**src/verilog/ucc_pkg.sv**
```systemverilog
// Purpose: Shared constants for the serial transceiver configuration block.
// Assumes: Registers sit one per 32-bit word at byte address four times the index.
// Notes:   Only bit 0 to bit 7 of each word carry data, except the 20-bit period word; upper bits read as zero.
package ucc_pkg;
  // Register indices; byte address is four times the index.
  localparam logic [7:0] IDX_STATUS = 8'h04;
  localparam logic [7:0] IDX_LINE   = 8'h05;
  localparam logic [7:0] IDX_RXTX   = 8'h06;
  localparam logic [7:0] IDX_FRAME  = 8'h07;
  localparam logic [7:0] IDX_MASK   = 8'h08;
  localparam logic [7:0] IDX_PERIOD = 8'h09;
  // Interrupt and line control bits.
  localparam int B_AB_ERR_IE = 2;
  localparam int B_LINE_DRV  = 0;
  // Receiver and transmitter control bits.
  localparam int B_RX_ENA     = 7;
  localparam int B_TX_ENA     = 6;
  localparam int B_SOF_DET    = 4;
  localparam int B_OPEN_DRAIN = 3;
  localparam int B_RX_MODE    = 1;
  localparam int B_MULTI_PROC = 0;
  // Frame format fields, normal and host SPI layouts.
  localparam int B_COMM_MODE  = 6;
  localparam int B_PARITY     = 4;
  localparam int B_STOP_BITS  = 3;
  localparam int B_CHAR_SIZE  = 0;
  localparam int B_DATA_ORDER = 2;
  localparam int B_CLK_PHASE  = 1;
  // Status bits, shared with the mask register.
  localparam int B_ISF = 3;
  localparam int B_BDF = 1;
  // Writable bit masks and reset values.
  localparam logic [7:0] LINE_WMASK   = 8'h05;
  localparam logic [7:0] RXTX_WMASK   = 8'hDF;
  localparam logic [7:0] STATUS_WMASK = 8'h0A;
  localparam logic [7:0] LINE_RST     = 8'h00;
  localparam logic [7:0] RXTX_RST     = 8'h00;
  localparam logic [7:0] MASK_RST     = 8'h0A;
  localparam logic [1:0] COMM_MODE_RST = 2'h0;
  localparam logic [5:0] FRAME_RST    = 6'h03;
  localparam logic [1:0] SPI_RST      = 2'h0;
  // Field encodings.
  localparam logic [1:0] RXM_NORMAL = 2'h0;
  localparam logic [1:0] RXM_DOUBLE = 2'h1;
  localparam logic [1:0] RXM_GEN    = 2'h2;
  localparam logic [1:0] RXM_LIN    = 2'h3;
  localparam logic [1:0] CM_ASYNC   = 2'h0;
  localparam logic [1:0] CM_SYNC    = 2'h1;
  localparam logic [1:0] CM_INFRARED = 2'h2;
  localparam logic [1:0] CM_SPI     = 2'h3;
  localparam logic [2:0] CHS_9L     = 3'h6;
  localparam logic [2:0] CHS_9H     = 3'h7;
  localparam logic [3:0] BITS_BASE  = 4'h5;
  localparam logic [3:0] BITS_EIGHT = 4'h8;
  localparam logic [3:0] BITS_NINE  = 4'h9;
  // Auto-baud measurement.
  localparam int         CNT_W      = 20;
  localparam logic [2:0] LAST_FALL  = 3'h3;
  localparam int         BIT_SHIFT  = 3;
  // Bus responses.
  localparam logic [1:0] RESP_OKAY   = 2'h0;
  localparam logic [1:0] RESP_SLVERR = 2'h2;
endpackage

```
**src/verilog/ucc_autobaud_if.sv**
```systemverilog
// Purpose: Carries mode and line to the auto-baud checker and its results back.
// Assumes: Both ends run on aclk.
// Notes:   Result strobes are single-cycle pulses.
`timescale 1ns/100ps
interface ucc_autobaud_if;
  logic                     enable;
  logic [1:0]               rx_mode;
  logic                     line;
  logic                     sync_error;
  logic                     sync_ok;
  logic [ucc_pkg::CNT_W-1:0] period;
  modport ctrl  (output enable, rx_mode, line, input sync_error, sync_ok, period);
  modport check (input enable, rx_mode, line, output sync_error, sync_ok, period);
endinterface

```
**src/verilog/ucc_autobaud_check.sv**
```systemverilog
// Purpose: Measures the break and sync field and judges it for auto-baud.
// Assumes: The line input is already synchronised to aclk.
// Notes:   The sync span runs from the start-bit fall to the fifth fall, eight bits.
`timescale 1ns/100ps
module ucc_autobaud_check #(
  parameter logic [ucc_pkg::CNT_W-1:0] BREAK_MIN = 20'h0_1000,
  parameter logic [ucc_pkg::CNT_W-1:0] SYNC_MIN  = 20'h0_0040,
  parameter logic [ucc_pkg::CNT_W-1:0] SYNC_MAX  = 20'h8_0000
) (
  input  wire logic  aclk,
  input  wire logic  aresetn,
  ucc_autobaud_if.check ab
);
  typedef enum logic [1:0] {ST_IDLE, ST_DELIM, ST_MEASURE} ucc_ab_state_t;
  localparam int W = ucc_pkg::CNT_W;

  ucc_ab_state_t state_reg;
  logic          line_d_reg;
  logic [W-1:0]  total_reg;
  logic [W-1:0]  iv_reg;
  logic [W-1:0]  min_reg;
  logic [W-1:0]  max_reg;
  logic [2:0]    falls_reg;
  logic [W-1:0]  min_next;
  logic [W-1:0]  max_next;
  logic          bad_len;
  logic          bad_lin;

  wire active = ab.enable && ab.rx_mode[1];
  wire fall   = line_d_reg && !ab.line;

  // Judge the span; a non-0x55 character shows as uneven fall-to-fall gaps.
  always_comb begin
    min_next = (iv_reg < min_reg) ? iv_reg : min_reg;
    max_next = (iv_reg > max_reg) ? iv_reg : max_reg;
    bad_len  = (total_reg < SYNC_MIN) || (total_reg > SYNC_MAX);
    bad_lin  = (ab.rx_mode == ucc_pkg::RXM_LIN) && ((max_next - min_next) > (total_reg >> 3));
  end

  // Break, delimiter and sync measurement sequence.
  always_ff @(posedge aclk) begin
    if (!aresetn) begin
      state_reg     <= ST_IDLE;
      line_d_reg    <= 1'b1;
      total_reg     <= '0;
      iv_reg        <= '0;
      min_reg       <= '1;
      max_reg       <= '0;
      falls_reg     <= 3'h0;
      ab.sync_error <= 1'b0;
      ab.sync_ok    <= 1'b0;
      ab.period     <= '0;
    end else begin
      line_d_reg    <= ab.line;
      ab.sync_error <= 1'b0;
      ab.sync_ok    <= 1'b0;
      if (!active) begin
        state_reg <= ST_IDLE;
        total_reg <= '0;
      end else begin
        unique case (state_reg)
          ST_IDLE: begin
            if (!ab.line) begin
              if (total_reg != '1) total_reg <= total_reg + 1'b1;
            end else begin
              if (total_reg >= BREAK_MIN) state_reg <= ST_DELIM;
              total_reg <= '0;
            end
          end
          ST_DELIM: begin
            if (fall) begin
              state_reg <= ST_MEASURE;
              total_reg <= '0;
              iv_reg    <= '0;
              min_reg   <= '1;
              max_reg   <= '0;
              falls_reg <= 3'h0;
            end
          end
          ST_MEASURE: begin
            total_reg <= total_reg + 1'b1;
            iv_reg    <= iv_reg + 1'b1;
            if (total_reg > SYNC_MAX) begin
              ab.sync_error <= 1'b1;
              state_reg     <= ST_IDLE;
              total_reg     <= '0;
            end else if (fall) begin
              min_reg   <= min_next;
              max_reg   <= max_next;
              iv_reg    <= '0;
              falls_reg <= falls_reg + 1'b1;
              if (falls_reg == ucc_pkg::LAST_FALL) begin
                ab.sync_error <= bad_len || bad_lin;
                ab.sync_ok    <= !(bad_len || bad_lin);
                ab.period     <= W'(total_reg + 1'b1) >> ucc_pkg::BIT_SHIFT;
                state_reg     <= ST_IDLE;
                total_reg     <= '0;
              end
            end
          end
        endcase
      end
    end
  end
endmodule

```
**src/verilog/ucc_usart_ctrl.sv**
```systemverilog
// Purpose: Control and configuration registers of a serial transceiver, AXI4-Lite slave.
// Assumes: txd_serial comes from transmitter logic on aclk; pins are asynchronous.
// Notes:   Frame word shows two layouts, chosen by the communication mode field.
//
// Added by the designer: the AXI4-Lite slave port.
`timescale 1ns/100ps
module ucc_usart_ctrl #(
  parameter int                        ADDR_W    = 6,
  parameter logic [ucc_pkg::CNT_W-1:0] BREAK_MIN = 20'h0_1000,
  parameter logic [ucc_pkg::CNT_W-1:0] SYNC_MIN  = 20'h0_0040,
  parameter logic [ucc_pkg::CNT_W-1:0] SYNC_MAX  = 20'h8_0000
) (
  input  wire logic              aclk,
  input  wire logic              aresetn,
  input  wire logic [ADDR_W-1:0] s_axi_awaddr,
  input  wire logic [2:0]        s_axi_awprot,
  input  wire logic              s_axi_awvalid,
  output wire logic              s_axi_awready,
  input  wire logic [31:0]       s_axi_wdata,
  input  wire logic [3:0]        s_axi_wstrb,
  input  wire logic              s_axi_wvalid,
  output wire logic              s_axi_wready,
  output logic [1:0]             s_axi_bresp,
  output logic                   s_axi_bvalid,
  input  wire logic              s_axi_bready,
  input  wire logic [ADDR_W-1:0] s_axi_araddr,
  input  wire logic [2:0]        s_axi_arprot,
  input  wire logic              s_axi_arvalid,
  output wire logic              s_axi_arready,
  output logic [31:0]            s_axi_rdata,
  output logic [1:0]             s_axi_rresp,
  output logic                   s_axi_rvalid,
  input  wire logic              s_axi_rready,
  input  wire logic              rxd_pin,
  input  wire logic              txd_serial,
  input  wire logic              txd_pin_i,
  output logic                   txd_pin_o,
  output logic                   txd_pin_oe,
  output logic                   irq,
  output logic                   line_driver_mode_enable,
  output logic                   receiver_enable,
  output logic                   transmitter_enable,
  output logic                   start_of_frame_detect_enable,
  output logic                   open_drain_enable,
  output logic                   double_speed,
  output logic                   generic_autobaud,
  output logic                   lin_constrained_autobaud,
  output logic                   multiprocessor_mode_enable,
  output logic                   sync_mode,
  output logic                   infrared_mode,
  output logic                   host_spi_mode,
  output logic                   parity_enable,
  output logic                   parity_odd,
  output logic                   tx_two_stop_bits,
  output logic [3:0]             data_bits,
  output logic                   nine_bit_high_first,
  output logic                   lsb_first,
  output logic                   spi_sample_leading_edge
);
  localparam int IW = ADDR_W - 2;

  // Word index must fit the 8-bit index constants and reach the highest one.
  if (ADDR_W < 6 || ADDR_W > 10) begin : g_bad_addr_w
    $error("ADDR_W must lie between 6 and 10");
  end

  ucc_autobaud_if ab ();

  // Bus state.
  logic          aw_held_reg;
  logic          w_held_reg;
  logic [IW-1:0] waddr_reg;
  logic [7:0]    wdata_reg;
  logic          wlane_reg;
  // Configuration and status state.
  logic [7:0]    line_reg;
  logic [7:0]    rxtx_reg;
  logic [1:0]    comm_mode_reg;
  logic [5:0]    frame_reg;
  logic [1:0]    spi_reg;
  logic [7:0]    mask_reg;
  logic          isf_reg;
  logic          bdf_reg;
  logic [ucc_pkg::CNT_W-1:0] period_reg;
  logic [1:0]    rxd_sync_reg;
  logic [1:0]    txdi_sync_reg;
  logic [31:0]   rd_val;
  logic [7:0]    status_vec;
  logic [7:0]    frame_view;

  // True for every index that holds a register.
  function automatic logic reg_known(input logic [7:0] idx);
    reg_known = (idx == ucc_pkg::IDX_STATUS) || (idx == ucc_pkg::IDX_LINE) ||
                (idx == ucc_pkg::IDX_RXTX)   || (idx == ucc_pkg::IDX_FRAME) ||
                (idx == ucc_pkg::IDX_MASK)   || (idx == ucc_pkg::IDX_PERIOD);
  endfunction

  // Data bits per character; reserved sizes fall back to eight.
  function automatic logic [3:0] size_bits(input logic [2:0] chs);
    if (chs == ucc_pkg::CHS_9L || chs == ucc_pkg::CHS_9H) begin
      size_bits = ucc_pkg::BITS_NINE;
    end else if (chs[2]) begin
      size_bits = ucc_pkg::BITS_EIGHT;
    end else begin
      size_bits = ucc_pkg::BITS_BASE + {2'h0, chs[1:0]};
    end
  endfunction

  wire          aw_take = s_axi_awvalid && s_axi_awready;
  wire          w_take  = s_axi_wvalid && s_axi_wready;
  wire          ar_take = s_axi_arvalid && s_axi_arready;
  wire          wr_fire = aw_held_reg && w_held_reg && !s_axi_bvalid;
  wire          wr_ok   = wr_fire && wlane_reg;
  wire [7:0]    wr_idx  = 8'(waddr_reg);
  wire [IW-1:0] rd_word = s_axi_araddr[ADDR_W-1:2];
  wire          is_spi  = (comm_mode_reg == ucc_pkg::CM_SPI);

  // Address and data are taken in either order; a new pair waits for the response.
  assign s_axi_awready = !aw_held_reg && !s_axi_bvalid;
  assign s_axi_wready  = !w_held_reg && !s_axi_bvalid;
  assign s_axi_arready = !s_axi_rvalid;

  // Pin synchronisers; only the second stage is read.
  always_ff @(posedge aclk) begin
    if (!aresetn) begin
      rxd_sync_reg  <= 2'h3;
      txdi_sync_reg <= 2'h3;
    end else begin
      rxd_sync_reg  <= {rxd_sync_reg[0], rxd_pin};
      txdi_sync_reg <= {txdi_sync_reg[0], txd_pin_i};
    end
  end

  // Write channel capture and response.
  always_ff @(posedge aclk) begin
    if (!aresetn) begin
      aw_held_reg  <= 1'b0;
      w_held_reg   <= 1'b0;
      waddr_reg    <= '0;
      wdata_reg    <= 8'h00;
      wlane_reg    <= 1'b0;
      s_axi_bvalid <= 1'b0;
      s_axi_bresp  <= ucc_pkg::RESP_OKAY;
    end else begin
      if (aw_take) begin
        aw_held_reg <= 1'b1;
        waddr_reg   <= s_axi_awaddr[ADDR_W-1:2];
      end else if (wr_fire) begin
        aw_held_reg <= 1'b0;
      end
      if (w_take) begin
        w_held_reg <= 1'b1;
        wdata_reg  <= s_axi_wdata[7:0];
        wlane_reg  <= s_axi_wstrb[0];
      end else if (wr_fire) begin
        w_held_reg <= 1'b0;
      end
      if (wr_fire) begin
        s_axi_bvalid <= 1'b1;
        s_axi_bresp  <= reg_known(wr_idx) ? ucc_pkg::RESP_OKAY : ucc_pkg::RESP_SLVERR;
      end else if (s_axi_bready) begin
        s_axi_bvalid <= 1'b0;
      end
    end
  end

  // Control words; unused bit positions are never stored.
  always_ff @(posedge aclk) begin
    if (!aresetn) begin
      line_reg <= ucc_pkg::LINE_RST;
      rxtx_reg <= ucc_pkg::RXTX_RST;
      mask_reg <= ucc_pkg::MASK_RST;
    end else if (wr_ok) begin
      if (wr_idx == ucc_pkg::IDX_LINE) line_reg <= wdata_reg & ucc_pkg::LINE_WMASK;
      if (wr_idx == ucc_pkg::IDX_RXTX) rxtx_reg <= wdata_reg & ucc_pkg::RXTX_WMASK;
      if (wr_idx == ucc_pkg::IDX_MASK) mask_reg <= wdata_reg & ucc_pkg::STATUS_WMASK;
    end
  end

  // Frame word: the written mode decides which layout the other bits land in.
  always_ff @(posedge aclk) begin
    if (!aresetn) begin
      comm_mode_reg <= ucc_pkg::COMM_MODE_RST;
      frame_reg     <= ucc_pkg::FRAME_RST;
      spi_reg       <= ucc_pkg::SPI_RST;
    end else if (wr_ok && wr_idx == ucc_pkg::IDX_FRAME) begin
      comm_mode_reg <= wdata_reg[ucc_pkg::B_COMM_MODE +: 2];
      if (wdata_reg[ucc_pkg::B_COMM_MODE +: 2] == ucc_pkg::CM_SPI) begin
        spi_reg <= {wdata_reg[ucc_pkg::B_DATA_ORDER], wdata_reg[ucc_pkg::B_CLK_PHASE]};
      end else begin
        frame_reg <= wdata_reg[5:0];
      end
    end
  end

  // Sticky status; a hardware set in the clearing cycle wins.
  always_ff @(posedge aclk) begin
    if (!aresetn) begin
      isf_reg    <= 1'b0;
      bdf_reg    <= 1'b0;
      period_reg <= '0;
    end else begin
      isf_reg <= ab.sync_error ||
                 (isf_reg && !(wr_ok && wr_idx == ucc_pkg::IDX_STATUS &&
                               wdata_reg[ucc_pkg::B_ISF]));
      bdf_reg <= ab.sync_ok ||
                 (bdf_reg && !(wr_ok && wr_idx == ucc_pkg::IDX_STATUS &&
                               wdata_reg[ucc_pkg::B_BDF]));
      if (ab.sync_ok) period_reg <= ab.period;
    end
  end

  // Read views of status and the mode-dependent frame word.
  always_comb begin
    status_vec = 8'h00;
    status_vec[ucc_pkg::B_ISF] = isf_reg;
    status_vec[ucc_pkg::B_BDF] = bdf_reg;
    if (is_spi) begin
      frame_view = {comm_mode_reg, 3'h0, spi_reg, 1'b0};
    end else begin
      frame_view = {comm_mode_reg, frame_reg};
    end
  end

  // Read data; unmapped words read zero with an error response.
  always_comb begin
    rd_val = 32'h0000_0000;
    unique case (8'(rd_word))
      ucc_pkg::IDX_STATUS: rd_val[7:0] = status_vec;
      ucc_pkg::IDX_LINE:   rd_val[7:0] = line_reg;
      ucc_pkg::IDX_RXTX:   rd_val[7:0] = rxtx_reg;
      ucc_pkg::IDX_FRAME:  rd_val[7:0] = frame_view;
      ucc_pkg::IDX_MASK:   rd_val[7:0] = mask_reg;
      ucc_pkg::IDX_PERIOD: rd_val[ucc_pkg::CNT_W-1:0] = period_reg;
      default:             rd_val = 32'h0000_0000;
    endcase
  end

  // Read channel.
  always_ff @(posedge aclk) begin
    if (!aresetn) begin
      s_axi_rvalid <= 1'b0;
      s_axi_rdata  <= 32'h0000_0000;
      s_axi_rresp  <= ucc_pkg::RESP_OKAY;
    end else if (ar_take) begin
      s_axi_rvalid <= 1'b1;
      s_axi_rdata  <= rd_val;
      s_axi_rresp  <= reg_known(8'(rd_word)) ? ucc_pkg::RESP_OKAY : ucc_pkg::RESP_SLVERR;
    end else if (s_axi_rready) begin
      s_axi_rvalid <= 1'b0;
    end
  end

  // Interrupt: the auto-baud error also needs its enable in the line word.
  always_ff @(posedge aclk) begin
    if (!aresetn) begin
      irq <= 1'b0;
    end else begin
      irq <= (isf_reg && mask_reg[ucc_pkg::B_ISF] && line_reg[ucc_pkg::B_AB_ERR_IE]) ||
             (bdf_reg && mask_reg[ucc_pkg::B_BDF]);
    end
  end

  // Auto-baud checker listens on the transmit pin in open-drain one-wire use.
  assign ab.enable  = rxtx_reg[ucc_pkg::B_RX_ENA];
  assign ab.rx_mode = rxtx_reg[ucc_pkg::B_RX_MODE +: 2];
  assign ab.line    = rxtx_reg[ucc_pkg::B_OPEN_DRAIN] ? txdi_sync_reg[1] : rxd_sync_reg[1];

  ucc_autobaud_check #(
    .BREAK_MIN (BREAK_MIN),
    .SYNC_MIN  (SYNC_MIN),
    .SYNC_MAX  (SYNC_MAX)
  ) u_check (
    .aclk    (aclk),
    .aresetn (aresetn),
    .ab      (ab.check)
  );

  // Transmit pin: open-drain only pulls low, so the pin floats high on a one.
  always_ff @(posedge aclk) begin
    if (!aresetn) begin
      txd_pin_o  <= 1'b1;
      txd_pin_oe <= 1'b0;
    end else begin
      txd_pin_o  <= rxtx_reg[ucc_pkg::B_OPEN_DRAIN] ? 1'b0 : txd_serial;
      txd_pin_oe <= rxtx_reg[ucc_pkg::B_TX_ENA] &&
                    (!rxtx_reg[ucc_pkg::B_OPEN_DRAIN] || !txd_serial);
    end
  end

  // Line and receiver/transmitter enables to the datapath.
  always_ff @(posedge aclk) begin
    if (!aresetn) begin
      line_driver_mode_enable      <= 1'b0;
      receiver_enable              <= 1'b0;
      transmitter_enable           <= 1'b0;
      start_of_frame_detect_enable <= 1'b0;
      open_drain_enable            <= 1'b0;
      multiprocessor_mode_enable   <= 1'b0;
    end else begin
      line_driver_mode_enable      <= line_reg[ucc_pkg::B_LINE_DRV];
      receiver_enable              <= rxtx_reg[ucc_pkg::B_RX_ENA];
      transmitter_enable           <= rxtx_reg[ucc_pkg::B_TX_ENA];
      start_of_frame_detect_enable <= rxtx_reg[ucc_pkg::B_SOF_DET];
      open_drain_enable            <= rxtx_reg[ucc_pkg::B_OPEN_DRAIN];
      multiprocessor_mode_enable   <= rxtx_reg[ucc_pkg::B_MULTI_PROC];
    end
  end

  // Receiver speed and communication mode decode.
  always_ff @(posedge aclk) begin
    if (!aresetn) begin
      double_speed             <= 1'b0;
      generic_autobaud         <= 1'b0;
      lin_constrained_autobaud <= 1'b0;
      sync_mode                <= 1'b0;
      infrared_mode            <= 1'b0;
      host_spi_mode            <= 1'b0;
    end else begin
      double_speed             <= ab.rx_mode == ucc_pkg::RXM_DOUBLE;
      generic_autobaud         <= ab.rx_mode == ucc_pkg::RXM_GEN;
      lin_constrained_autobaud <= ab.rx_mode == ucc_pkg::RXM_LIN;
      sync_mode                <= comm_mode_reg == ucc_pkg::CM_SYNC;
      infrared_mode            <= comm_mode_reg == ucc_pkg::CM_INFRARED;
      host_spi_mode            <= is_spi;
    end
  end

  // Frame format; in host SPI the hidden frame fields give way to fixed bytes.
  always_ff @(posedge aclk) begin
    if (!aresetn) begin
      parity_enable           <= 1'b0;
      parity_odd              <= 1'b0;
      tx_two_stop_bits        <= 1'b0;
      data_bits               <= ucc_pkg::BITS_EIGHT;
      nine_bit_high_first     <= 1'b0;
      lsb_first               <= 1'b1;
      spi_sample_leading_edge <= 1'b0;
    end else begin
      parity_enable           <= !is_spi && frame_reg[ucc_pkg::B_PARITY + 1];
      parity_odd              <= !is_spi && (&frame_reg[ucc_pkg::B_PARITY +: 2]);
      tx_two_stop_bits        <= !is_spi && frame_reg[ucc_pkg::B_STOP_BITS];
      data_bits               <= is_spi ? ucc_pkg::BITS_EIGHT :
                                 size_bits(frame_reg[ucc_pkg::B_CHAR_SIZE +: 3]);
      nine_bit_high_first     <= !is_spi &&
                                 frame_reg[ucc_pkg::B_CHAR_SIZE +: 3] == ucc_pkg::CHS_9H;
      lsb_first               <= is_spi ? spi_reg[1] : 1'b1;
      spi_sample_leading_edge <= is_spi && !spi_reg[0];
    end
  end
endmodule

```
**config.mk**
```make
export PLATFORM = sky130hd
export DESIGN_NAME = ucc_usart_ctrl
export DESIGN_NICKNAME = d
export VERILOG_FILES = /design/src/verilog/ucc_pkg.sv /design/src/verilog/ucc_autobaud_if.sv /design/src/verilog/ucc_autobaud_check.sv /design/src/verilog/ucc_usart_ctrl.sv
export SDC_FILE = /design/constraint.sdc
export NUM_CORES = 1
export LEC_CHECK = 0
export ABC_CLOCK_PERIOD_IN_PS = 17200
export BUFFER_PORTS_ARGS = -buffer_cell sky130_fd_sc_hd__buf_2
export CAP_MARGIN = 30
export CORE_MARGIN = 5
export CORE_UTILIZATION = 24
export CTS_CLUSTER_SIZE = 28
export DETAILED_ROUTE_END_ITERATION = 10
export SETUP_SLACK_MARGIN = 0.15
export SLEW_MARGIN = 20
export SYNTH_ARGS = -nofsm -noshare
export SYNTH_HDL_FRONTEND = slang
export SYNTH_SLANG_ARGS = --single-unit
```
**constraint.sdc**
```tcl
create_clock -name aclk -period 17.2 [get_ports aclk]
set_clock_uncertainty 0.2 [all_clocks]
set_input_delay 0.86 -clock aclk [delete_from_list [all_inputs] [get_ports aclk]]
set_output_delay 0.86 -clock aclk [all_outputs]
set_load 0.01 [all_outputs]
```
# ---- Word level (Yosys, flattened, before mapping)
# Cells that the tools add are included.
dict set report word_totals {
  regBits 215
  inputBits 64
  out_inout_bits 66
  elab_cells 232
}
dict set report op_classes {
  add_sub_neg 5
  magnitude_cmp 6
  n_eq_ne 33
  mux 49
  bitwise_logic 7
  reduce_logical 78
}
# cell count
set ops {}
lappend ops {{2-to-1 mux 20 bit} 15}
lappend ops {{case mux 20 bit (2 select lines)} 3}
lappend ops {{case mux 20 bit (3 select lines)} 1}
lappend ops {{case mux 8 bit (6 select lines)} 1}
lappend ops {{adder 20 x 1 -> 20 bit (second input constant)} 2}
lappend ops {{== test 4 x 3 -> 1 bit (second input constant)} 8}
lappend ops {{logical AND 1 bit} 26}
lappend ops {{greater-or-equal comparator 20 x 13 -> 1 bit (second input constant)} 1}
lappend ops {{> comparator 20 x 17 -> 1 bit} 1}
lappend ops {{> comparator 20 bit} 1}
lappend ops {{> comparator 20 bit (second input constant)} 1}
lappend ops {{< comparator 20 bit} 1}
lappend ops {{< comparator 20 x 7 -> 1 bit (second input constant)} 1}
lappend ops {{!= test 20 bit (second input constant)} 1}
lappend ops {{subtractor 20 bit} 1}
lappend ops {{AND reduction 2 bit} 9}
lappend ops {{logical OR 1 bit} 17}
lappend ops {{== test 4 bit (second input constant)} 4}
lappend ops {{2-to-1 mux 2 bit} 8}
lappend ops {{AND reduction 5 bit} 3}
lappend ops {{2-to-1 mux 1 bit} 14}
lappend ops {{== test 2 bit (second input constant)} 6}
lappend ops {{zero test 1 bit} 12}
lappend ops {{nonzero test 2 bit} 5}
lappend ops {{19 further kinds} 36}

# ---- Logic depth before layout (Yosys ltp)
dict set report logic_depth {
  depth_word 9
  mapped_depth 29
  depth_no_buf 28
}

# ---- Hierarchy
# From an unflattened synthesis, not the netlist that was laid out.
dict set report unflattened {
  hier_cells 1313
  area_unflattened_um2 11494.8
}
# module instances cells_each area_per_inst_um2 seq_area_each_um2
set modules_own_cells {}
lappend modules_own_cells {ucc_autobaud_check 1 867 7080.5 2102.0}
lappend modules_own_cells {ucc_usart_ctrl 1 446 4414.2 2222.1}

# ---- Worst setup path before layout
# No wires, ideal clock.
dict set report synth_path {
  path_type {register -> register}
  start {register u_check.iv_reg[7]}
  end {register u_check.ab.sync_ok}
  setup_ns 0.088
  arrival_time_ns 6.076
  required_ns 16.912
  path_slack_ns 10.836
  stages_incl_launch_ff 29
  n_path_buf 2
  synth_period_minus_slack_ns 6.364
  cell_sequence {dfxtp_1 -> ha_1 -> a21oi_2 -> o21ai_1 -> a221o_1 -> a2111o_1 -> and2_1 -> buf_6 -> clkbuf_1 -> a21oi_1 -> inv_1 -> ha_1 -> nor2b_1 -> o31a_1 -> o31a_1 -> nand3_1 -> nand2_1 -> a21o_1 -> a21oi_1 -> xnor2_1 -> ha_1 -> a21oi_1 -> nor2_1 -> a2111oi_0 -> o211ai_1 -> o31ai_1 -> o2111ai_1 -> or4b_4 -> a311oi_2}
}
dict set report synth_via {
  elab_chain_cells 7
  elab_cells_between_ends 9
  classes_between {1 x add/sub; 3 x order compare; 2 x mux; 3 x reduce/logical}
}
# item line
set synth_rtl {}
lappend synth_rtl {{start, declared} ucc_autobaud_check.sv:20} ;# logic [W-1:0] iv_reg;
lappend synth_rtl {{start signal, assigned} ucc_autobaud_check.sv:82} ;# iv_reg <= iv_reg + 1'b1;
lappend synth_rtl {{> comparator 20 bit or < comparator 20 bit (tied branches)} {ucc_autobaud_check.sv:35, ucc_autobaud_check.sv:34}}
lappend synth_rtl {{2-to-1 mux 20 bit (on tied branches)} {ucc_autobaud_check.sv:35, ucc_autobaud_check.sv:34}}
lappend synth_rtl {{subtractor 20 bit *} ucc_autobaud_check.sv:37} ;# bad_lin = (ab.rx_mode == ucc_pkg::RXM_LIN) && ((max_next - min_next) > (total_reg >> 3));
lappend synth_rtl {{> comparator 20 x 17 -> 1 bit *} ucc_autobaud_check.sv:37}
lappend synth_rtl {{logical AND 1 bit *} ucc_autobaud_check.sv:37}
lappend synth_rtl {{logical OR 1 bit *} ucc_autobaud_check.sv:94} ;# ab.sync_ok <= !(bad_len || bad_lin);
lappend synth_rtl {{zero test 1 bit *} ucc_autobaud_check.sv:94}
lappend synth_rtl {{end signal, assigned} ucc_autobaud_check.sv:94}
lappend synth_rtl {{end, declared} ucc_autobaud_if.sv:13} ;# modport check (input enable, rx_mode, line, output sync_error, sync_ok, period);
# Every way passes the cells marked *; elsewhere a longest branch is shown, timed or not.
# A chain may end at the register's enable or synchronous reset.

# ---- Worst setup path after layout
dict set report layout_path {
  start {register u_check.iv_reg[8]}
  end {register u_check.ab.sync_ok}
}
# Same word-level chain as after synthesis.

==> key figures <==
Outcome
  • Status: completed

Timing
  • Fmax: 127 MHz
  • Setup violations, final: 0
  • Final period util: 45.6%
  • Max_slew headroom: 37.7%
  • Setup TNS: 0 ns
  • RSZ-0062 raised after global routing: false
  • Worst Hold Slack: 0.207 ns
  • Pins over their slew limit: 0
  • Final setup margin: 9.35 ns
  • Minimum clock period: 7.85 ns
  • Final Hold Fails: 0
  • Worst-margin pin slew: 0.932 ns

Yosys
  • Ys Warns: 0
  • Yosys top cell area share: 37.3%
  • Ys flop type: dfxtp_1
  • Synth area leader: dfxtp_1
  • Library cells used by synthesis: 73
  • Synthesized area: 11300 sq um
  • Synth Instances: 1299
  • Post-synth EDFFs: 0
  • Register bit total from synthesis: 210
  • FFs w/ async S/R, synth: 0%
  • Sequential area share after synthesis: 37.3%
  • Post-Syn Area per Cell: 8.68 sq um
  • Synth top area cells: dfxtp_1, ha_1, mux2i_1

Power and ir drop
  • Internal power: 0.815 mW
  • Sw power: 0.232 mW
  • Worst vdd ir: 0.0678 mV
  • PwrDens: 80.1 nW/um^2
  • Pwr Total: 1.05 mW
  • Share of total power in the clock network: 49.8%
  • Sequential share of power: 47.2%
  • Logic pwr share: 3.0%
  • Leak: 5.39 nW
  • Sw Share: 22.2%

Drt
  • DR vias/cell: 4.69
  • Routed wire length: 27600 microns
  • DRT antenna net count: 0
  • Initial DRC Count: 689
  • Drt first pass iters: 6
  • DR vias: 9272
  • WL per Instance: 14.0 microns
  • DRC errors left: 0

Layout
  • Final Instance Area: 13100 sq um
  • Antenna cells: 0
  • Post-route insts no fill: 1975
  • Most frequent cells in the layout: dfxtp_1, nand2_1, ha_1
  • Filler cells: 4933
  • Multi-input combinational cell area: 6510 sq um
  • Fraction of layout cells with a size suffix above 1: 10.0%
  • Register area: 4200 sq um
  • Post-layout util: 28.1%
  • Area delta synth->final: 15.9%
  • Most common cell after layout, fill and taps aside: dfxtp_1
  • Nets: 1504

Clock network
  • Clk slew on worst S/H paths: 0.06 ns
  • Clk root buf: clkbuf_16
  • CTS H-Tree Depth: 1
  • Clk Latency, worst-skew pair: 0.54 ns
  • CTS tree: built
  • CTS Buf Count: 25
  • Cts hold-fix bufs: 0
  • # clock sinks: 210
  • Clock Path Buffers: 3
  • Resized cells post-CTS: 0
  • Total setup buffers inserted after CTS: 0

Min path
  • WHS Endpoint: rxd_sync_reg[1]
  • Worst hold path startpoint: rxd_sync_reg[0]
  • Hold depth: 1
  • Min-Delay Path Class: flop to flop

Die
  • Chip width: 227 microns
  • Die H: 227 microns
  • Initial Utilization: 24.3%
  • Core ar.: 46500 sq um
  • Row Count: 79
  • Total die area: 51400 sq um
  • IO Count: 130

Setup path
  • Startpoint Class: flop
  • Reg2reg setup slack: 9.35 ns
  • R2R depth: 25
  • FF-to-FF Start: u_check.iv_reg[8]
  • Worst r2r dst: u_check.ab.sync_ok
  • Critical Path RT: 17.45 ns
  • Arrival @ worst endpoint: 8.10 ns
  • Critical path fanouts, max: 14
  • Crit path kind: flop to flop
  • Critical Path End Type: flop

Global routing
  • Largest net degree at the start of global routing: 123
  • Tot GR Track Use: 10.4%
  • Vias in the first global route: 8907
  • Initial antenna violation count: 0
  • First-pass GRT wire length: 45000 microns
  • Grt ovf: 0

Placed design
  • I/O Buffers: 75
  • GPL Wtd Cong: 0.818
  • Dpl cells: 1929
  • Pre-CTS WS: 9.37 ns
  • Cell Area, Placed: 12200 sq um
  • Final HPWL DP: 20200 microns

Job
  • Max-Cap Viols: 0
-- layout make-up --
| type | count | area share (%) |
|---|---|---|
| multi-input cells | 959 | 49.8 |
| flip-flops and latches | 210 | 32.2 |
| well taps | 607 | 5.81 |
| clock buffers | 36 | 5.64 |
| repair buffers | 87 | 3.91 |
| inverters | 70 | 2.01 |
| clock inverters | 6 | 0.632 |
-- critical path: stages, from the launching register on --
cell and delay, ns:
dfxtp_1 0.66, ha_1 0.20, and4_1 0.26, and2_1 0.15, a311oi_1 0.13, a21oi_2 0.76, buf_4 0.39, mux2i_1 0.34
ha_1 0.29, nor2b_1 0.13, o31a_1 0.29, o31a_1 0.30, nand3_1 0.10, nand2_1 0.09, a21o_1 0.18, a21oi_1 0.17
xnor2_1 0.16, ha_1 0.27, a21oi_1 0.13, nor2_1 0.05, a2111oi_0 0.66, o211ai_1 0.21, o31ai_1 0.47, o2111ai_1 0.28
or4b_4 0.62, a311oi_2 0.26
-- worst max-delay path by stage --
stage	from	to	slack, ns	depth (start not counted)
6_report	u_check.iv_reg[8]	u_check.ab.sync_ok	9.35	25
5_1_grt	u_check.iv_reg[8]	u_check.ab.sync_ok	8.90	25
4_1_cts	u_check.iv_reg[8]	u_check.ab.sync_ok	9.31	25
3_3_place_gp	u_check.iv_reg[8]	u_check.ab.sync_ok	9.31	25
2_1_floorplan	u_check.iv_reg[7]	u_check.ab.sync_ok	10.84	28
3_5_place_dp	u_check.iv_reg[8]	u_check.ab.sync_ok	9.37	25
-- metal layers --
metal,vias to the layer above,wire (microns),global-route usage [%]
met5,-,0,0
met1,4361,12600,13.5
met2,188,12500,17.4
li1,4677,-,-
met3,46,1630,2.03
met4,0,780,3.34
-- synthesized netlist by cell type (all sizes together) (14+ instances only) --
cell / number
inv: 70
a21oi: 55
a21boi: 24
nand2: 132
buf: 33
nand3: 62
and3: 20
a22oi: 22
ha: 86
nand2b: 14
and2: 24
dfxtp: 210
nand4: 18
o211a: 19
xnor2: 29
mux2i: 64
nor2b: 65
nor2: 68
clkbuf: 43
xor2: 15
o21ai: 88
-- cells by family (layout without fill, tap and decap cells) --
logic type      after synthesis  count (layout)  synth area share, %
mux                          64              64                 5.68
other cells                   1              17               0.0333
fa+ha+maj                    87              87                 9.73
simple gates                449             449                 20.2
xor+xnor                     44              44                 3.42
compound gates              298             298                 18.1
buf+inv                     146             199                 5.61
flops                       210             210                 37.3
-- power by group through the flow --
stage          logic, mW  registers (mW)  clock network [mW]
4_1_cts           0.0305           0.494               0.538
5_1_grt           0.0348           0.494               0.558
6_report          0.0312           0.494               0.522
3_5_place_dp      0.0304           0.505                   0
3_3_place_gp      0.0296           0.504                   0
2_1_floorplan     0.0229           0.504                   0
(Power assumes the default switching activity.)
